==> src/design/paf_defines.svh <==
// constants for the packet address filter
`ifndef PAF_DEFINES_SVH
`define PAF_DEFINES_SVH
`define PAF_ADDR_W          32
`define PAF_AUTO_REPLY_RST  8'h07
`define PAF_AUTO_REPLY_EN   0
`define PAF_MODE_RST        8'h07
`define PAF_MODE_ACK_BIT    4
`define PAF_MODE_FIELD_LO   0
`define PAF_MODE_FIELD_HI   2
`define PAF_MODE_SERIAL     3'h0
`define PAF_MODE_USER       3'h6
`define PAF_MODE_EXT        3'h7
`define PAF_MASK_RST        32'hFFFF_FFFF
`endif

==> src/design/paf_pkg.sv <==
// types shared by the packet address filter
`default_nettype none
package paf_pkg;
  typedef enum logic [1:0] {PAF_SERIAL, PAF_USER, PAF_EXT} paf_mode_t;
endpackage
`default_nettype wire

==> src/design/paf_skid.sv <==
// two-entry buffer with valid/ready on both sides
`default_nettype none
module paf_skid #(
  parameter int W = 64
) (
  input  wire logic         clk,
  input  wire logic         reset,
  input  wire logic         in_valid,
  output logic              in_ready,
  input  wire logic [W-1:0] in_data,
  output logic              out_valid,
  input  wire logic         out_ready,
  output logic [W-1:0]      out_data
);
  logic [W-1:0] mem_reg [2];   // storage
  logic [W-1:0] mem_next [2];
  logic         wp_reg, wp_next, rp_reg, rp_next;
  logic [1:0]   cnt_reg, cnt_next;   // occupancy
  logic         push, pop;

  // next-state: ready only while a slot is free, so a stall backs up the source
  always_comb
  begin
    push = in_valid && in_ready;
    pop  = out_valid && out_ready;
    mem_next = mem_reg;
    wp_next = wp_reg;
    rp_next = rp_reg;
    if (push)
    begin
      mem_next[wp_reg] = in_data;
      wp_next = ~wp_reg;
    end
    if (pop)
      rp_next = ~rp_reg;
    cnt_next = cnt_reg + 2'(push) - 2'(pop);
  end

  always_ff @(posedge clk)
  begin
    if (reset)
    begin
      wp_reg  <= 1'b0;
      rp_reg  <= 1'b0;
      cnt_reg <= 2'd0;
    end
    else
    begin
      wp_reg  <= wp_next;
      rp_reg  <= rp_next;
      cnt_reg <= cnt_next;
    end
    mem_reg <= mem_next;
  end

  assign in_ready  = (cnt_reg != 2'd2);
  assign out_valid = (cnt_reg != 2'd0);
  assign out_data  = mem_reg[rp_reg];
endmodule
`default_nettype wire

==> src/design/paf_match.sv <==
// masked address acceptance check
`default_nettype none
`include "paf_defines.svh"
module paf_match (
  input  wire logic [`PAF_ADDR_W-1:0] dest,
  input  wire logic [`PAF_ADDR_W-1:0] local_addr,
  input  wire logic [`PAF_ADDR_W-1:0] mask,
  output logic                        hit
);
  // exact hit, or broadcast: unmasked bits equal and masked bits all ones
  always_comb
  begin
    hit = (dest == local_addr) ||
          (((dest ^ local_addr) & ~mask) == '0 && (dest & mask) == mask);
  end
endmodule
`default_nettype wire

==> src/design/paf_top.sv <==
// packet address filter: stamps outgoing addresses, filters incoming packets
`default_nettype none
`include "paf_defines.svh"
// How it works
// - stamp tx source/destination per current mode
// - mode changes apply to next packet
// - receive checks all addressing types
// - forward matches to host, drop rest
// - mode bit enables acknowledged delivery
// - three modes; user and extended share the local source address
// - extended mode uses destination/local id bytes
// - mask splits address into fields
// - auto reply setting resets to 0x07
// - auto reply copies source into destination
// - host reads back last transmitter address
// - broadcast is local OR mask
module paf_top (
  input  wire logic                   clk,
  input  wire logic                   reset,
  // settings from the command interface
  input  wire logic                   cfg_mode_we,              // write addressing_mode_select
  input  wire logic [7:0]             cfg_mode_data,
  input  wire logic                   cfg_auto_we,              // write auto_reply_addressing
  input  wire logic [7:0]             cfg_auto_data,
  input  wire logic                   cfg_dest_we,              // write destination_id_bytes
  input  wire logic [31:0]            cfg_dest_data,
  input  wire logic                   cfg_mask_we,              // write user_id_field_mask
  input  wire logic [31:0]            cfg_mask_data,
  input  wire logic                   cfg_broadcast_we,         // load destination = local OR mask
  input  wire logic [31:0]            local_source_id_bytes,    // extended/user local address
  input  wire logic [31:0]            serial_number_addressing, // factory serial address
  input  wire logic [31:0]            serial_dest_id,           // serial-mode destination
  input  wire logic [31:0]            user_dest_id,             // user-mode destination
  output logic [7:0]                  addressing_mode_select,
  output logic [7:0]                  auto_reply_addressing,
  output logic [31:0]                 destination_id_bytes,     // readback
  output logic [31:0]                 user_id_field_mask,
  // transmit stamping
  input  wire logic                   tx_req,                   // packet start pulse
  output logic                        tx_stamp_valid,
  output logic [31:0]                 tx_src,
  output logic [31:0]                 tx_dst,
  output logic                        tx_ack_req,
  // receive headers from the radio
  input  wire logic                   rx_valid,
  output logic                        rx_ready,
  input  wire logic [31:0]            rx_src,
  input  wire logic [31:0]            rx_dst,
  // accepted packets toward the host port
  output logic                        host_valid,
  input  wire logic                   host_ready,
  output logic [63:0]                 host_data,
  output logic                        rx_drop                   // pulse on silent drop
);
  // setting registers, all readable by the host
  logic [7:0]         mode_reg;          // addressing mode and ack enable
  logic [7:0]         mode_next;
  logic [7:0]         auto_reg;          // auto reply setting
  logic [7:0]         auto_next;
  logic [31:0]        dest_reg;          // destination id for extended stamping
  logic [31:0]        dest_next;
  logic [31:0]        mask_reg;          // field mask for broadcast decode
  logic [31:0]        mask_next;
  // transmit stamp registers; fields held until the next request, valid a one-cycle pulse
  logic               stv_reg;           // stamp valid pulse
  logic               stv_next;
  logic [31:0]        tsrc_reg;          // stamped source
  logic [31:0]        tsrc_next;
  logic [31:0]        tdst_reg;          // stamped destination
  logic [31:0]        tdst_next;
  logic               tack_reg;          // stamped ack request
  logic               tack_next;
  // receive side
  logic               drop_reg;          // silent drop pulse
  logic               drop_next;
  // per-type compares, all evaluated on every header
  logic               hit_ext;           // masked or exact match on local address
  logic               hit_user;          // exact match on local address
  logic               hit_ser;           // match on the serial address
  logic               accept;            // any addressing type matched
  logic               buf_ready;         // buffer has a free slot
  logic               take;              // header handed over at this edge
  logic               copy_src;          // reception rewrites the destination
  logic               ack_en;            // ack enable bit of the mode
  logic               auto_en;           // auto reply enable bit
  paf_pkg::paf_mode_t cur_mode;          // decoded mode

  // decode mode field; unknown codes fall back to extended, the mode a
  // joined unit runs in, so a stray code still leaves a usable link
  // only the low field picks the address set; higher bits are options
  always_comb
  begin
    case (mode_reg[`PAF_MODE_FIELD_HI:`PAF_MODE_FIELD_LO])
      `PAF_MODE_SERIAL: cur_mode = paf_pkg::PAF_SERIAL;
      `PAF_MODE_USER:   cur_mode = paf_pkg::PAF_USER;
      `PAF_MODE_EXT:    cur_mode = paf_pkg::PAF_EXT;
      default:          cur_mode = paf_pkg::PAF_EXT;
    endcase
  end

  // single option bits, named once so the next-state logic reads plainly
  assign ack_en  = mode_reg[`PAF_MODE_ACK_BIT];
  assign auto_en = auto_reg[`PAF_AUTO_REPLY_EN];

  // receive check covers every type regardless of own mode
  // masked compare: exact local hit or broadcast inside our fields
  paf_match u_ext (
    .dest       (rx_dst),
    .local_addr (local_source_id_bytes),
    .mask       (mask_reg),
    .hit        (hit_ext)
  );

  // exact and serial compares; the own transmit mode plays no part here
  // the exact compare overlaps the masked one, kept for a clear trace
  always_comb
  begin
    hit_user = (rx_dst == local_source_id_bytes);
    hit_ser  = (rx_dst == serial_number_addressing);
    accept   = hit_ext || hit_ser || hit_user;
  end

  // handshake toward the radio; rejected headers also wait for a free
  // slot, so headers leave the radio strictly in order
  always_comb
  begin
    rx_ready = buf_ready;                              // stall when host port is full
    take     = rx_valid && rx_ready;
    copy_src = take && accept && auto_en;
  end

  // settings next state: host writes, broadcast load and the sender copy
  always_comb
  begin
    mode_next = mode_reg;
    auto_next = auto_reg;
    dest_next = dest_reg;
    mask_next = mask_reg;
    // mode writes take effect on the next packet, no restart needed
    if (cfg_mode_we)
    begin
      mode_next = cfg_mode_data;
    end
    // auto reply may be switched off so a host-set destination sticks
    if (cfg_auto_we)
    begin
      auto_next = cfg_auto_data;
    end
    if (cfg_mask_we)
    begin
      mask_next = cfg_mask_data;
    end
    // a plain host write of the destination
    if (cfg_dest_we)
    begin
      dest_next = cfg_dest_data;
    end
    // broadcast uses the mask held now, not one written in the same cycle
    if (cfg_broadcast_we)
    begin
      dest_next = local_source_id_bytes | mask_reg;
    end
    // reception wins so readback names the last sender
    if (copy_src)
    begin
      dest_next = rx_src;
    end
  end

  // settings registers; reset gives extended mode with auto reply on
  // a host write in the reset cycle is lost, the host must wait one edge
  always_ff @(posedge clk)
  begin
    if (reset)
    begin
      mode_reg <= `PAF_MODE_RST;
      auto_reg <= `PAF_AUTO_REPLY_RST;
      dest_reg <= '0;
      mask_reg <= `PAF_MASK_RST;
    end
    else
    begin
      mode_reg <= mode_next;
      auto_reg <= auto_next;
      dest_reg <= dest_next;
      mask_reg <= mask_next;
    end
  end

  // stamp next state: fields load only on a request and then hold, so the
  // framer may read them at any time before the next packet
  // limitation: user and extended modes share the one local source port
  always_comb
  begin
    stv_next  = tx_req;
    tsrc_next = tsrc_reg;
    tdst_next = tdst_reg;
    tack_next = tack_reg;
    if (tx_req)
    begin
      tack_next = ack_en;
      case (cur_mode)
        paf_pkg::PAF_SERIAL:
        begin
          // factory serial address as source
          tsrc_next = serial_number_addressing;
          tdst_next = serial_dest_id;
        end
        paf_pkg::PAF_USER:
        begin
          // user address set
          tsrc_next = local_source_id_bytes;
          tdst_next = user_dest_id;
        end
        paf_pkg::PAF_EXT:
        begin
          // destination register, possibly the last sender
          tsrc_next = local_source_id_bytes;
          tdst_next = dest_reg;
        end
        default:
        begin
          // not reached from the decode; treated as extended
          tsrc_next = local_source_id_bytes;
          tdst_next = dest_reg;
        end
      endcase
    end
  end

  // stamp registers; the valid pulse lasts exactly one cycle per request
  // the fields keep their value so a late reader still sees the packet
  always_ff @(posedge clk)
  begin
    if (reset)
    begin
      stv_reg  <= 1'b0;
      tsrc_reg <= '0;
      tdst_reg <= '0;
      tack_reg <= 1'b0;
    end
    else
    begin
      stv_reg  <= stv_next;
      tsrc_reg <= tsrc_next;
      tdst_reg <= tdst_next;
      tack_reg <= tack_next;
    end
  end

  // drop next state: a taken header that matched nothing leaves no trace
  // but this pulse; it never reaches the buffer
  always_comb
  begin
    drop_next = take && !accept;
  end

  // drop register; one pulse per rejected header
  // registered so the pulse is glitch free for a counter outside
  always_ff @(posedge clk)
  begin
    if (reset)
    begin
      drop_reg <= 1'b0;
    end
    else
    begin
      drop_reg <= drop_next;
    end
  end

  // accepted headers buffered so a host stall loses none; source sits in
  // the upper half of the word, destination in the lower half
  // two entries keep full rate while the host answers ready a cycle late
  paf_skid #(
    .W (64)
  ) u_buf (
    .clk       (clk),
    .reset     (reset),
    .in_valid  (rx_valid && accept),
    .in_ready  (buf_ready),
    .in_data   ({rx_src, rx_dst}),
    .out_valid (host_valid),
    .out_ready (host_ready),
    .out_data  (host_data)
  );

  // settings readback straight from the registers
  assign addressing_mode_select = mode_reg;
  assign auto_reply_addressing  = auto_reg;
  assign destination_id_bytes   = dest_reg;
  assign user_id_field_mask     = mask_reg;
  // stamp outputs straight from the registers
  assign tx_stamp_valid         = stv_reg;
  assign tx_src                 = tsrc_reg;
  assign tx_dst                 = tdst_reg;
  assign tx_ack_req             = tack_reg;
  // drop pulse
  assign rx_drop                = drop_reg;
endmodule
`default_nettype wire

==> config.mk <==
export PLATFORM = sky130hd
export DESIGN_NAME = paf_top
export DESIGN_NICKNAME = d
export VERILOG_FILES = /design/src/design/paf_pkg.sv /design/src/design/paf_skid.sv /design/src/design/paf_match.sv /design/src/design/paf_top.sv
export VERILOG_INCLUDE_DIRS = /design/src /design/src/design
export SDC_FILE = /design/constraint.sdc
export NUM_CORES = 1
export LEC_CHECK = 0
export BUFFER_PORTS_ARGS = -buffer_cell sky130_fd_sc_hd__buf_4
export CORE_AREA = 2 2 194 196
export CTS_CLUSTER_DIAMETER = 200
export DETAILED_ROUTE_END_ITERATION = 16
export DIE_AREA = 0 0 196 198
export GPL_ROUTABILITY_DRIVEN = 1
export SYNTH_ARGS = -nofsm -noshare
export SYNTH_HDL_FRONTEND = slang
export SYNTH_HIERARCHICAL = 1
export SYNTH_SLANG_ARGS = --single-unit
==> constraint.sdc <==
create_clock -name clk -period 15.61 [get_ports clk]
set_clock_uncertainty 0.15 [all_clocks]
set_input_delay 4.683 -clock clk [delete_from_list [all_inputs] [get_ports clk]]
set_output_delay 4.683 -clock clk [all_outputs]
set_load 0.05 [all_outputs]
==> impl_metrics.json <==
{
  "pwr-share-comb_pct": 20.9,
  "regArea_um2": 6870,
  "ant_nets": 0,
  "finalPower_mw": 1.95,
  "busiest_layer": "met2",
  "dp_hpwl_um": 42800,
  "gr-total-overflow": 0,
  "slowest_stage": "buf_4",
  "numCtsBuffers": 31,
  "p_sw_mw": 0.599,
  "syn_nets": 1570,
  "vdd_drop_max_mv": 0.0838,
  "grtUsageTotal_pct": 28.4,
  "cp_cell_sequence": "buf_4 -> xnor2_1 -> o22ai_1 -> or4_1 -> nor4_1 -> nand4_1 -> o21ai_1 -> a41o_2 -> buf_4 -> o21a_1 -> nand3b_1 -> inv_2 -> buf_4",
  "wire_per_inst_um": 25.7,
  "fillers": 3420,
  "grt_pass1_vias": 12300,
  "place_area_um2": 17600,
  "clock_path_buffers": 3,
  "dr.first_iter.drc_count": 930,
  "cts_tree": "done",
  "finish.utilization_pct": 50.4,
  "largest_register_ffs": 128,
  "max_freq_mhz": 118,
  "hold_viol": 0,
  "area_growth_syn_to_layout_pct": 36.5,
  "routabilityCongestion": 0.966,
  "n_antenna_cell": 0,
  "dr.pass1.iters": 5,
  "tns_ps": 0,
  "die_w_um": 196,
  "p_int_mw": 1.35,
  "synth_edf_count": 128,
  "io_pins": 495,
  "worst-path-max-fanout": 66,
  "clockPowerShare_pct": 36.6,
  "cts_setup_buffers": 0,
  "hold_path_class": "reg2reg",
  "rows": 71,
  "cap_violations": 0,
  "grt_pass1_wl_um": 81400,
  "relSlewSlack_pct": 29.1,
  "io_buffers": 494,
  "max_stage_delay_ps": 690,
  "synth_cells": 1287,
  "ctsResizeCount": 0,
  "path_class": "in2reg",
  "status": "finished, final reports clean",
  "worst_setup_path_start_kind": "input port",
  "finalInstanceArea_um2": 18600,
  "grt_start_max_net_pins": 106,
  "grt.met1_usage_pct": 34.9,
  "seq_power_share_pct": 42.6,
  "die_h_um": 198,
  "rsz0062_at_grt": "false",
  "final_max_slew_viol_count": 0,
  "cts.htree.levels": 1,
  "synth.distinct_cells": 46,
  "coreArea_um2": 37000,
  "tightest_slew_ps": 1060,
  "clk_pin_slew_ps": 60,
  "hold_buffers": 0,
  "arrival_ps": 8530,
  "cts.sinks": 279,
  "synth-main-ff-cell": "dfxtp_1",
  "num_vias": 12300,
  "crit_top_cell": "buf_4",
  "yosysWarnings": 6,
  "nets": 2010,
  "cts_root_buf": "clkbuf_16",
  "grtUsageMet2_pct": 50.6,
  "power_density_nw_per_um2": 105,
  "p_sw_share_pct": 30.7,
  "multi_input_area_um2": 6260,
  "clkLatencyLatePin_ps": 580,
  "required_ps": 15650,
  "start_util_pct": 36.9,
  "ys_seq_area_share_pct": 50.4,
  "syn_area_um2": 13600,
  "stdcell_count": 2226,
  "dp.cells": 2168,
  "fin_hold_ws_ps": 336,
  "min_period_over_period_pct": 54.4,
  "avgSynthCellArea_um2": 10.6,
  "finalCriticalPeriod_ps": 8490,
  "dpl_worst_slack_ps": 6660,
  "drt-vias-per-instance": 5.54,
  "grt_antenna_before_repair": 2,
  "met3_usage_pct": 5.71,
  "finalWorstSetupSlack_ps": 7120,
  "drc": 0,
  "routed_wl_um": 57200,
  "async_reset_ff_share_pct": 0,
  "setup_viol": 0,
  "worstSetupEndpointType": "register",
  "p_leak_nw": 7.50,
  "drive_gt1_share_pct": 35.7,
  "ys_seq_elements": 279,
  "dieArea_um2": 38800
}
synth_stat cells (31+ instances only):
cell / count / area (µm²)
nand2_1: 68 / 255
clkbuf_1: 58 / 218
a211o_1: 38 / 333
xnor2_1: 56 / 490
dfxtp_1: 151 / 3020
nor3b_1: 32 / 240
mux2i_1: 43 / 430
nand3_1: 34 / 170
a311oi_1: 32 / 280
nor2b_1: 75 / 469
a22oi_1: 64 / 480
edfxtp_1: 128 / 3840
nor2_1: 115 / 432
mux2_2: 64 / 721
inv_1: 31 / 116
a211oi_1: 65 / 488
a21oi_1: 35 / 175
or4b_1: 32 / 320
xor2_1: 41 / 359
cell usage in the layout, fill, tap and decap left out, types with 19 or more instances in the layout:
cell,netlist,routed
buf_4,9,503
dfxtp_1,151,150
edfxtp_1,128,128
nor2_1,115,112
nor2b_1,75,75
nand2_1,68,68
a211oi_1,65,65
a22oi_1,64,64
mux2_2,64,64
xnor2_1,56,56
mux2i_1,43,43
xor2_1,41,41
a211o_1,38,38
a21oi_1,35,35
nand3_1,34,34
a311oi_1,32,32
or4b_1,32,32
nor3b_1,32,32
clkbuf_16,0,31
inv_1,31,30
o22ai_1,26,26
nor4_1,19,19
worst max-delay path, delay by kind of cell:
kind | cells | cell delay [ps]
AOI/OAI and AO/OA | 4 | 870
xor gates and xnor gates | 1 | 270
buffers and inverters | 4 | 1410
and+or+nand+nor | 4 | 1070
power groups by stage:
stage	Combinational, mW	Clock [mW]	Sequential (mW)
6_report	0.407	0.714	0.832
3_5_place_dp	0.405	0	0.846
2_1_floorplan	0.122	0	0.941
3_3_place_gp	0.403	0	0.846
4_1_cts	0.407	0.731	0.832
5_1_grt	0.430	0.760	0.835
routing by layer:
metal / routed length, µm / up-vias
li1: - / 5680
met1: 22900 / 5979
met2: 28300 / 580
met3: 4510 / 82
met4: 1530 / 2
met5: 14 / -
final timing paths:
| path | start | endpoint | slack, ps | depth (start not counted) |
|---|---|---|---|---|
| max | local_source_id_bytes[31] | u_buf/mem_reg[114] | 7120 | 13 |
| min | tx_dst[19] | tx_dst[19] | 340 | 2 |
| max reg2reg | user_id_field_mask[31] | u_buf/mem_reg[114] | 11190 | 11 |
| min reg2reg | tx_dst[19] | tx_dst[19] | 340 | 2 |
area by class of cell:
class / instances / area share [%]
Clock buffer: 45 / 4.72
Clock inverter: 13 / 0.598
Inverter: 31 / 0.625
Multi-Input combinational cell: 880 / 33.6
Sequential cell: 279 / 36.9
Tap cell: 474 / 3.19
Timing Repair Buffer: 504 / 20.3
cell families (layout without fill, tap and decap cells):
group                    after synthesis  in the layout  share of synthesized area [%]
AND/OR/NAND/NOR                      401            401                           15.9
flip-flops                           279            279                           50.4
AO/OA/AOI/OAI                        273            273                           14.8
buffers and inverters                128            593                           4.02
multiplexers                         108            108                           8.53
XOR/XNOR                              97             97                           6.23
adder cells (fa/ha/maj)                1              1                         0.0918
No activity file was read; power rests on OpenSTA's default activity.
